File: config.mk
export PLATFORM = sky130hd
export DESIGN_NAME = emb_bus_iface
export DESIGN_NICKNAME = d
export VERILOG_FILES = /design/src/emb_pkg.sv /design/src/emb_bus_iface.sv
export VERILOG_INCLUDE_DIRS = /design/src
export SDC_FILE = /design/constraint.sdc
export NUM_CORES = 1
export LEC_CHECK = 0
export BUFFER_PORTS_ARGS = -buffer_cell sky130_fd_sc_hd__buf_2
export CAP_MARGIN = 20
export CORE_MARGIN = 4
export CORE_UTILIZATION = 49
export CTS_CLUSTER_DIAMETER = 200
export CTS_CLUSTER_SIZE = 24
export DETAILED_ROUTE_END_ITERATION = 8
export GPL_TIMING_DRIVEN = 0
export MAX_ROUTING_LAYER = met4
export PLACE_DENSITY = 0.76
export SETUP_SLACK_MARGIN = 0.05
export SLEW_MARGIN = 20
export SYNTH_ARGS = -nofsm -noshare
export SYNTH_HDL_FRONTEND = slang
export SYNTH_SLANG_ARGS = --single-unit
File: constraint.sdc
create_clock -name core_clk -period 4.7 [get_ports core_clk]
set_input_delay 0.705 -clock core_clk [delete_from_list [all_inputs] [get_ports core_clk]]
set_output_delay 0.705 -clock core_clk [all_outputs]
set_load 0.01 [all_outputs]
File: src/emb_defines.svh
// Offsets, field positions, reset values and address ranges of the external bus interface
// ----------------------------------------------------------------------------
// Function
// - Clock output runs at half oscillator rate
// - Dynamic width on: width input picks 16/8
// - Dynamic width off: always 8-bit cycles
// - Fetch-kind high on external fetches, whole cycle
// - Fetch-kind low for data, external only
// - Select high maps 2000H-5FFFH on-chip
// - Address strobe: latch or address-valid form
// - Address-valid form returns high at end
// - Address strobe pulses only for external accesses
// - Read strobe only on external reads
// - Write pin: plain or low-byte, writes only
// - Plain every write; low-byte even bytes only
// - High pin: enable or odd-byte write strobe
// - High pin asserted only on external writes
// - Ready ignored outside external accesses
// - Code at 0000H-01FFH always fetched externally
// ----------------------------------------------------------------------------
`ifndef EMB_DEFINES_SVH
`define EMB_DEFINES_SVH

// ----------------------------------------------------------------------------
// Register map (byte addresses)
// ----------------------------------------------------------------------------
`define EMB_CFG_OFS 4'h0
`define EMB_STAT_OFS 4'h4
`define EMB_CNT_OFS 4'h8
`define EMB_WAIT_OFS 4'hc

// ----------------------------------------------------------------------------
// Chip configuration register fields
// ----------------------------------------------------------------------------
`define EMB_CFG_DYNW_BIT 1
`define EMB_CFG_VALID_BIT 2
`define EMB_CFG_LOWWR_BIT 3
`define EMB_CFG_HIGHWR_BIT 4
`define EMB_CFG_MASK 8'h1e
`define EMB_CFG_RST 8'h00

// ----------------------------------------------------------------------------
// Status register fields
// ----------------------------------------------------------------------------
`define EMB_STAT_BUSY_BIT 0
`define EMB_STAT_WIDE_BIT 1
`define EMB_STAT_EXT_BIT 2
`define EMB_STAT_WAIT_LSB 8

// ----------------------------------------------------------------------------
// Address ranges
// ----------------------------------------------------------------------------
`define EMB_ROM_LO 16'h2000
`define EMB_ROM_HI 16'h5fff
`define EMB_FORCE_LO 16'h0000
`define EMB_FORCE_HI 16'h01ff

`endif

File: src/emb_pkg.sv
// Types and address decode shared by the external bus interface
`include "emb_defines.svh"

package emb_pkg;

	typedef enum logic [2:0] {
		EMB_IDLE = 3'b000,
		EMB_ADDR = 3'b001,
		EMB_DATA = 3'b010,
		EMB_END = 3'b011,
		EMB_INTL = 3'b100
	} emb_state_e;

	// Decides whether an access stays on chip
	function automatic logic emb_is_internal(input logic [15:0] addr, input logic fetch, input logic sel_high);
		logic low_ram;
		logic rom;
		low_ram = (addr <= `EMB_FORCE_HI);
		rom = (addr >= `EMB_ROM_LO) && (addr <= `EMB_ROM_HI);
		emb_is_internal = (low_ram && !fetch) || (rom && sel_high);
	endfunction : emb_is_internal

endpackage : emb_pkg

File: src/emb_bus_iface.sv
// External memory bus interface: multiplexed bus sequencer with Avalon-MM register slave
`timescale 1ns/100ps
`include "emb_defines.svh"

module emb_bus_iface (
	input wire logic core_clk,
	input wire logic nrst,
	input wire logic [3:0] avs_address,
	input wire logic avs_read,
	input wire logic avs_write,
	input wire logic [31:0] avs_writedata,
	input wire logic [3:0] avs_byteenable,
	output logic [31:0] avs_readdata,
	output logic avs_waitrequest,
	input wire logic core_req,
	input wire logic core_write,
	input wire logic core_fetch,
	input wire logic core_word,
	input wire logic [15:0] core_addr,
	input wire logic [15:0] core_wdata,
	output logic core_ack,
	output logic core_internal,
	output logic [15:0] core_rdata,
	input wire logic external_access_select,
	input wire logic bus_width_select,
	input wire logic ready,
	input wire logic [15:0] ad_in,
	output logic [15:0] ad_out,
	output logic ad_oe,
	output logic address_strobe,
	output logic read_strobe_n,
	output logic write_strobe_n,
	output logic high_byte_n,
	output logic fetch_kind_flag,
	output logic half_rate_clock_out
);

	// ----------------------------------------------------------------------------
	// Reset release
	// ----------------------------------------------------------------------------
	logic rst_meta_n;
	logic rst_n;

	always_ff @(posedge core_clk or negedge nrst) begin
		if (!nrst) begin
			rst_meta_n <= 1'b0;
			rst_n <= 1'b0;
		end else begin
			rst_meta_n <= 1'b1;
			rst_n <= rst_meta_n;
		end
	end

	// ----------------------------------------------------------------------------
	// Clock output
	// ----------------------------------------------------------------------------
	always_ff @(posedge core_clk or negedge rst_n) begin
		if (!rst_n) begin
			half_rate_clock_out <= 1'b0;
		end else begin
			half_rate_clock_out <= !half_rate_clock_out;
		end
	end

	// ----------------------------------------------------------------------------
	// Declarations
	// ----------------------------------------------------------------------------
	logic [7:0] chip_config_register;
	emb_pkg::emb_state_e state;
	logic [15:0] cur_addr;
	logic cyc_write;
	logic cyc_fetch;
	logic cyc_word;
	logic [15:0] cyc_wdata;
	logic cyc_dynw;
	logic cyc_valid;
	logic cyc_lowwr;
	logic second;
	logic wide;
	logic last_wide;
	logic last_ext;
	logic [7:0] wait_cnt;
	logic [7:0] last_wait;
	logic [15:0] ext_cycles;
	logic [15:0] total_waits;
	logic accept;
	logic acc_internal;
	logic next_wide;
	logic lo_byte;
	logic hi_byte;
	logic [7:0] wr_byte;
	logic [15:0] lane_data;
	logic [7:0] rd_byte;

	// ----------------------------------------------------------------------------
	// Request decode and lane steering
	// ----------------------------------------------------------------------------
	// A new request is taken only once the previous acknowledge has gone by
	assign accept = (state == emb_pkg::EMB_IDLE) && core_req && !core_ack;
	assign acc_internal = emb_pkg::emb_is_internal(core_addr, core_fetch, external_access_select);
	assign next_wide = cyc_dynw ? bus_width_select : 1'b0;
	assign lo_byte = !cur_addr[0];
	assign hi_byte = cur_addr[0] || (next_wide && cyc_word);
	assign wr_byte = second ? cyc_wdata[15:8] : cyc_wdata[7:0];
	// Byte writes on a wide bus are copied to both lanes so either lane holds the data
	assign lane_data = (next_wide && cyc_word) ? cyc_wdata : {wr_byte, wr_byte};
	assign rd_byte = (wide && cur_addr[0]) ? ad_in[15:8] : ad_in[7:0];

	// ----------------------------------------------------------------------------
	// Bus cycle sequencer
	// ----------------------------------------------------------------------------
	always_ff @(posedge core_clk or negedge rst_n) begin
		if (!rst_n) begin
			state <= emb_pkg::EMB_IDLE;
			cur_addr <= 16'h0000;
			cyc_write <= 1'b0;
			cyc_fetch <= 1'b0;
			cyc_word <= 1'b0;
			cyc_wdata <= 16'h0000;
			cyc_dynw <= 1'b0;
			cyc_valid <= 1'b0;
			cyc_lowwr <= 1'b0;
			second <= 1'b0;
			wide <= 1'b0;
			wait_cnt <= 8'h00;
		end else begin
			unique case (state)
				emb_pkg::EMB_IDLE: begin
					if (accept) begin
						cur_addr <= core_addr;
						cyc_write <= core_write;
						cyc_fetch <= core_fetch && !core_write;
						// Misaligned words are carried as a single byte
						cyc_word <= core_word && !core_addr[0];
						cyc_wdata <= core_wdata;
						cyc_dynw <= chip_config_register[`EMB_CFG_DYNW_BIT];
						cyc_valid <= chip_config_register[`EMB_CFG_VALID_BIT];
						// Both high-pin forms fall on the same bytes, so that bit only reads back
						cyc_lowwr <= chip_config_register[`EMB_CFG_LOWWR_BIT];
						second <= 1'b0;
						state <= acc_internal ? emb_pkg::EMB_INTL : emb_pkg::EMB_ADDR;
					end
				end
				emb_pkg::EMB_INTL: begin
					state <= emb_pkg::EMB_IDLE;
				end
				emb_pkg::EMB_ADDR: begin
					wide <= next_wide;
					wait_cnt <= 8'h00;
					state <= emb_pkg::EMB_DATA;
				end
				emb_pkg::EMB_DATA: begin
					if (ready) begin
						state <= emb_pkg::EMB_END;
					end else if (wait_cnt != 8'hff) begin
						wait_cnt <= wait_cnt + 8'h01;
					end
				end
				emb_pkg::EMB_END: begin
					// A word on an 8-bit cycle takes a second cycle at the odd address
					if (cyc_word && !wide && !second) begin
						second <= 1'b1;
						cur_addr <= cur_addr | 16'h0001;
						state <= emb_pkg::EMB_ADDR;
					end else begin
						state <= emb_pkg::EMB_IDLE;
					end
				end
				default: begin
					state <= emb_pkg::EMB_IDLE;
				end
			endcase
		end
	end

	// ----------------------------------------------------------------------------
	// Pin drivers
	// ----------------------------------------------------------------------------
	always_ff @(posedge core_clk or negedge rst_n) begin
		if (!rst_n) begin
			ad_out <= 16'h0000;
			ad_oe <= 1'b0;
			address_strobe <= 1'b0;
			read_strobe_n <= 1'b1;
			write_strobe_n <= 1'b1;
			high_byte_n <= 1'b1;
			fetch_kind_flag <= 1'b0;
		end else begin
			unique case (state)
				emb_pkg::EMB_IDLE: begin
					if (accept && !acc_internal) begin
						ad_out <= core_addr;
						ad_oe <= 1'b1;
						// Latch form pulses high, address-valid form goes low
						address_strobe <= !chip_config_register[`EMB_CFG_VALID_BIT];
						fetch_kind_flag <= core_fetch && !core_write;
					end else begin
						// Idle level follows the form currently configured
						address_strobe <= chip_config_register[`EMB_CFG_VALID_BIT];
						fetch_kind_flag <= 1'b0;
					end
				end
				emb_pkg::EMB_INTL: begin
					address_strobe <= cyc_valid;
					fetch_kind_flag <= 1'b0;
				end
				emb_pkg::EMB_ADDR: begin
					if (!cyc_valid) begin
						address_strobe <= 1'b0;
					end
					if (cyc_write) begin
						ad_out <= lane_data;
						ad_oe <= 1'b1;
						write_strobe_n <= !(!cyc_lowwr || lo_byte);
						high_byte_n <= !hi_byte;
					end else begin
						ad_oe <= 1'b0;
						read_strobe_n <= 1'b0;
					end
				end
				emb_pkg::EMB_DATA: begin
					if (ready) begin
						read_strobe_n <= 1'b1;
						write_strobe_n <= 1'b1;
						high_byte_n <= 1'b1;
						ad_oe <= 1'b0;
						if (cyc_valid) begin
							address_strobe <= 1'b1;
						end
					end
				end
				emb_pkg::EMB_END: begin
					if (cyc_word && !wide && !second) begin
						ad_out <= cur_addr | 16'h0001;
						ad_oe <= 1'b1;
						address_strobe <= !cyc_valid;
						fetch_kind_flag <= cyc_fetch;
					end else begin
						fetch_kind_flag <= 1'b0;
					end
				end
				default: begin
					ad_oe <= 1'b0;
				end
			endcase
		end
	end

	// ----------------------------------------------------------------------------
	// Core answer
	// ----------------------------------------------------------------------------
	always_ff @(posedge core_clk or negedge rst_n) begin
		if (!rst_n) begin
			core_ack <= 1'b0;
			core_internal <= 1'b0;
			core_rdata <= 16'h0000;
		end else begin
			core_ack <= 1'b0;
			if (state == emb_pkg::EMB_INTL) begin
				core_ack <= 1'b1;
				core_internal <= 1'b1;
			end else if (accept && !acc_internal) begin
				core_internal <= 1'b0;
			end
			if (state == emb_pkg::EMB_DATA && ready && !cyc_write) begin
				if (wide && cyc_word) begin
					core_rdata <= ad_in;
				end else if (second) begin
					core_rdata[15:8] <= rd_byte;
				end else begin
					core_rdata <= {8'h00, rd_byte};
				end
			end
			if (state == emb_pkg::EMB_END && !(cyc_word && !wide && !second)) begin
				core_ack <= 1'b1;
			end
		end
	end

	// ----------------------------------------------------------------------------
	// Cycle statistics
	// ----------------------------------------------------------------------------
	always_ff @(posedge core_clk or negedge rst_n) begin
		if (!rst_n) begin
			last_wide <= 1'b0;
			last_ext <= 1'b0;
			last_wait <= 8'h00;
			ext_cycles <= 16'h0000;
			total_waits <= 16'h0000;
		end else begin
			if (state == emb_pkg::EMB_INTL) begin
				last_ext <= 1'b0;
			end
			if (state == emb_pkg::EMB_DATA && !ready) begin
				total_waits <= total_waits + 16'h0001;
			end
			if (state == emb_pkg::EMB_DATA && ready) begin
				last_ext <= 1'b1;
				last_wide <= wide;
				last_wait <= wait_cnt;
				ext_cycles <= ext_cycles + 16'h0001;
			end
		end
	end

	// ----------------------------------------------------------------------------
	// Avalon-MM slave
	// ----------------------------------------------------------------------------
	logic avs_req;
	logic [31:0] next_readdata;

	assign avs_req = avs_read || avs_write;

	always_comb begin
		next_readdata = 32'h0000_0000;
		unique case (avs_address)
			`EMB_CFG_OFS: next_readdata = {24'h00_0000, chip_config_register};
			`EMB_STAT_OFS: begin
				next_readdata[`EMB_STAT_BUSY_BIT] = (state != emb_pkg::EMB_IDLE);
				next_readdata[`EMB_STAT_WIDE_BIT] = last_wide;
				next_readdata[`EMB_STAT_EXT_BIT] = last_ext;
				next_readdata[`EMB_STAT_WAIT_LSB +: 8] = last_wait;
			end
			`EMB_CNT_OFS: next_readdata = {16'h0000, ext_cycles};
			`EMB_WAIT_OFS: next_readdata = {16'h0000, total_waits};
			default: next_readdata = 32'h0000_0000;
		endcase
	end

	// One wait state per access; the request completes on the edge after it is seen
	always_ff @(posedge core_clk or negedge rst_n) begin
		if (!rst_n) begin
			avs_waitrequest <= 1'b1;
			avs_readdata <= 32'h0000_0000;
		end else begin
			avs_waitrequest <= !(avs_req && avs_waitrequest);
			if (avs_read && avs_waitrequest) begin
				avs_readdata <= next_readdata;
			end
		end
	end

	always_ff @(posedge core_clk or negedge rst_n) begin
		if (!rst_n) begin
			chip_config_register <= `EMB_CFG_RST;
		end else if (avs_write && !avs_waitrequest && avs_byteenable[0] && avs_address == `EMB_CFG_OFS) begin
			// Changes take hold at the next accepted access, the idle strobe level at once; never mid-cycle
			chip_config_register <= avs_writedata[7:0] & `EMB_CFG_MASK;
		end
	end

endmodule : emb_bus_iface

==> results.md <==
- Outcome: complete, no violations
- Most common cell in the netlist: dfrtp_1
- CP required: 5000 ps
- Leakage: 4.52 nW
- Synth async-reset ratio: 100%
- Post-synthesis mux area share: 11.9%
- CP max-delay cell: a221oi_4
- Post-route setup TNS: 0 ps
- Mapped Cells: 724
- Via density: 5.54
- Clk buf depth: 2
- Total core area: about 15,000 sq um
- Setup Crit Path Kind: register to register
- Inst Count DP: ~1,100
- Final core area utilization: 61.1%
- Synth Warn #: 0
- Hold WC Path Type: input pin to async pin
- Slew Limit Headroom: 55.7%
- Largest family of logic cells by synthesized area: simple AND/OR/NAND/NOR gates
- Total gr overflow: 0
- Arr. time, crit path: between 2000 and 3000 ps
- Max Fclk: 438 MHz
- H-tree lvl count: 4
- RD Place Congestion: 0.874
- Num CTS Buffers: 17
- Post-synthesis xor/xnor area fraction: 3.84%
- CP Cell Sequence: buf_2 > nor2_2 > a22oi_2 > a221oi_4 > buf_6 > mux2_1
- Largest net degree at the start of global routing: 57
- EDFF count, synth: 0
- Simple-gate share of the synthesized area: 16.0%
- Setup-failing EPs final: 0
- Area Growth Syn to Fin: 21.1%
- Avg Inst Size Synth: approximately 11 sq um
- Fin crit period: 2280 ps
- Number of global-route vias before repair: between 5,000 and 6,000
- Complex-gate fraction of the synthesized area: 12.4%
- Adder-cell share of the synthesized area: 0.484%
- Peak supply drop: between 300 and 400 uV
- Setup bufs post-CTS: 0
- CTS Root Cell: clkbuf_16
- Chip Height: 134 um
- Seq/Total Area, Yosys: 50.7%
- Worst path bufs/invs: 2
- Clock slew at reported path FFs: 60 ps
- 1st-iter DRT viols: 523
- Die ar.: 17,900 sq um
- Hold bufs inserted after CTS: 0
- Layout cells sized above 1: 28.7%
- TritonCTS clock tree: built
- Flip-flop and latch area: 3940 sq um
- Initial DRT Pass Iterations: 7
- Number of buffers added on ports: 123
- Final hold violations: 0
- Die Wd: around 130 um
- PnR Total Power: 5.46 mW
- PD cells: 581 nW/um^2
- Crit Path Max Fanout: 10
- Diode count: 0
- Vias: 6,130
- Unrepaired setup endpoints after global routing: false
- Number of max-cap violations: 0
- # IOs: 173
- Final period utilization: 48.6%
- Slew Limit Fails: 0
- Routed Antenna Nets: 0
- Top delay family on crit path: compound AO/OA/AOI/OAI gates
- Global-route wire length before repair: ~31,000 um
- Area leader, netlist: dfrtp_1
- Number of synthesized register bits: 157
- Fin Hold WS: roughly 56 ps
- HPWL after DPL: between 10,000 and 15,000 um
- Yosys cell types: 65
- Area of the multi-input gates: roughly 3500 sq um
- CTS-repair resized insts: 0
- WL/cell: 17.5 um
- Non-Filler Instances: about 1,100
- Sink Count: 157
- CP endpoint kind: register
- DRC Markers: 0
- Slowest stage delay, CP: 570 ps
- Starting Density: 50.5%
- Top cell type's share of synthesized area: approximately half
- Worst-skew pair later-pin latency: 430 ps
- Element type at the critical path start: register
- Cell Area, Synth: 7760 sq um
- Tot GR Track Use: 22.4%
- Worst-Margin Slew: 660 ps
- Antenna violations before repair: 0
- Worst clock skew: 7.78 ps
- FILL cells: roughly 1,300
- Site row count: 45
- Nets@finish: 986
- DRT Wirelength: 19,400 um
- Synth Flop Type: dfrtp_1
- Post-synth top cells: dfrtp_1 (153), nand2_1 (113), o21ai_0 (55), mux2_2 (52), clkbuf_1 (27)
- Top post-synthesis cells by area: dfrtp_1 (49%), mux2_2 (7.5%), nand2_1 (5.5%)
sequential cells by signal, indices dropped and copies added, names as in the netlist, 3 cells and up:
name and count:
ad_out 16, avs_readdata 16, core_rdata 16, cur_addr 16, cyc_wdata 16, ext_cycles 16, total_waits 16, last_wait 8
wait_cnt 8, chip_config_register 4, state 3
worst paths after layout:
| path | from | to | slack [ps] | cells after the start |
|---|---|---|---|---|
| max in group asynchronous | rst_n | avs_waitrequest | 3760 | 1 |
| hold / removal | nrst | rst_n | 60 | 1 |
| min in group core_clk | rst_meta_n | rst_n | 350 | 0 |
| setup reg to reg | state[1] | ad_out[14] | 2420 | 6 |
| hold reg to reg | rst_n | cyc_wdata[11] | 280 | 0 |
| setup / recovery | state[1] | ad_out[14] | 2420 | 6 |
cell type report:
class	count	share of cell area (%)
clock inverters	10	1.73
repair buffers	126	7.27
well taps	211	2.81
flip-flops and latches	157	41.9
clock buffers	21	4.90
inverters	7	0.280
plain buffers	60	3.45
multi-input cells	515	37.6
cell families after synthesis:
family,Yosys count
adder cells (fa/ha/maj),3
AO/OA/AOI/OAI,145
other,2
buffers and inverters,67
XOR/XNOR,34
AND/OR/NAND/NOR,234
multiplexers,82
flip-flops,157
cells in the final DEF (no fill, tap or decap), drive strengths merged, types with 3 or more instances in the layout:
cell and n:
mux2i 19, dfrtp 153, nand2 113, o211ai 4, nor3b 3, a211o 15, a21oi 9, a22o 4
ha 3, nor2 27, a22oi 20, nor2b 6, o21ai 59, conb 17, nor4 5, xor2 12
nand4 11, a31oi 16, inv 8, bufinv 4, nand3 15, a221oi 3, and3 8, or4 3
xnor2 22, mux2 61, nand2b 5, and4b 14, nor3 8, dfstp 4, clkbuf 48, clkinv 3
buf 159, o32a 3, and2 3
layer usage:
metal	global-route usage, %	vias up	wire [um]	share of wire (%)
li1	-	2895	-	-
met1	30.2	2991	8810	45
met2	34.2	216	9060	47
met3	4.80	28	1170	6.0
met4	7.03	0	361	1.9
met5	-	-	0	0
metrics by stage:
stage,instance area (sq um),worst slack [ps]
2_1_floorplan,7820,2100
3_3_place_gp,8690,1110
3_5_place_dp,8760,2050
4_1_cts,9390,2370
5_1_grt,9390,2280
6_report,9390,2420
power breakdown:
group / total [mW] / internal, mW / switching (mW)
combinational: 1.95 / 0.855 / 1.09
clock: 1.45 / 0.915 / 0.537
sequential: 2.06 / 1.76 / 0.294
(Power assumes the default switching activity.)
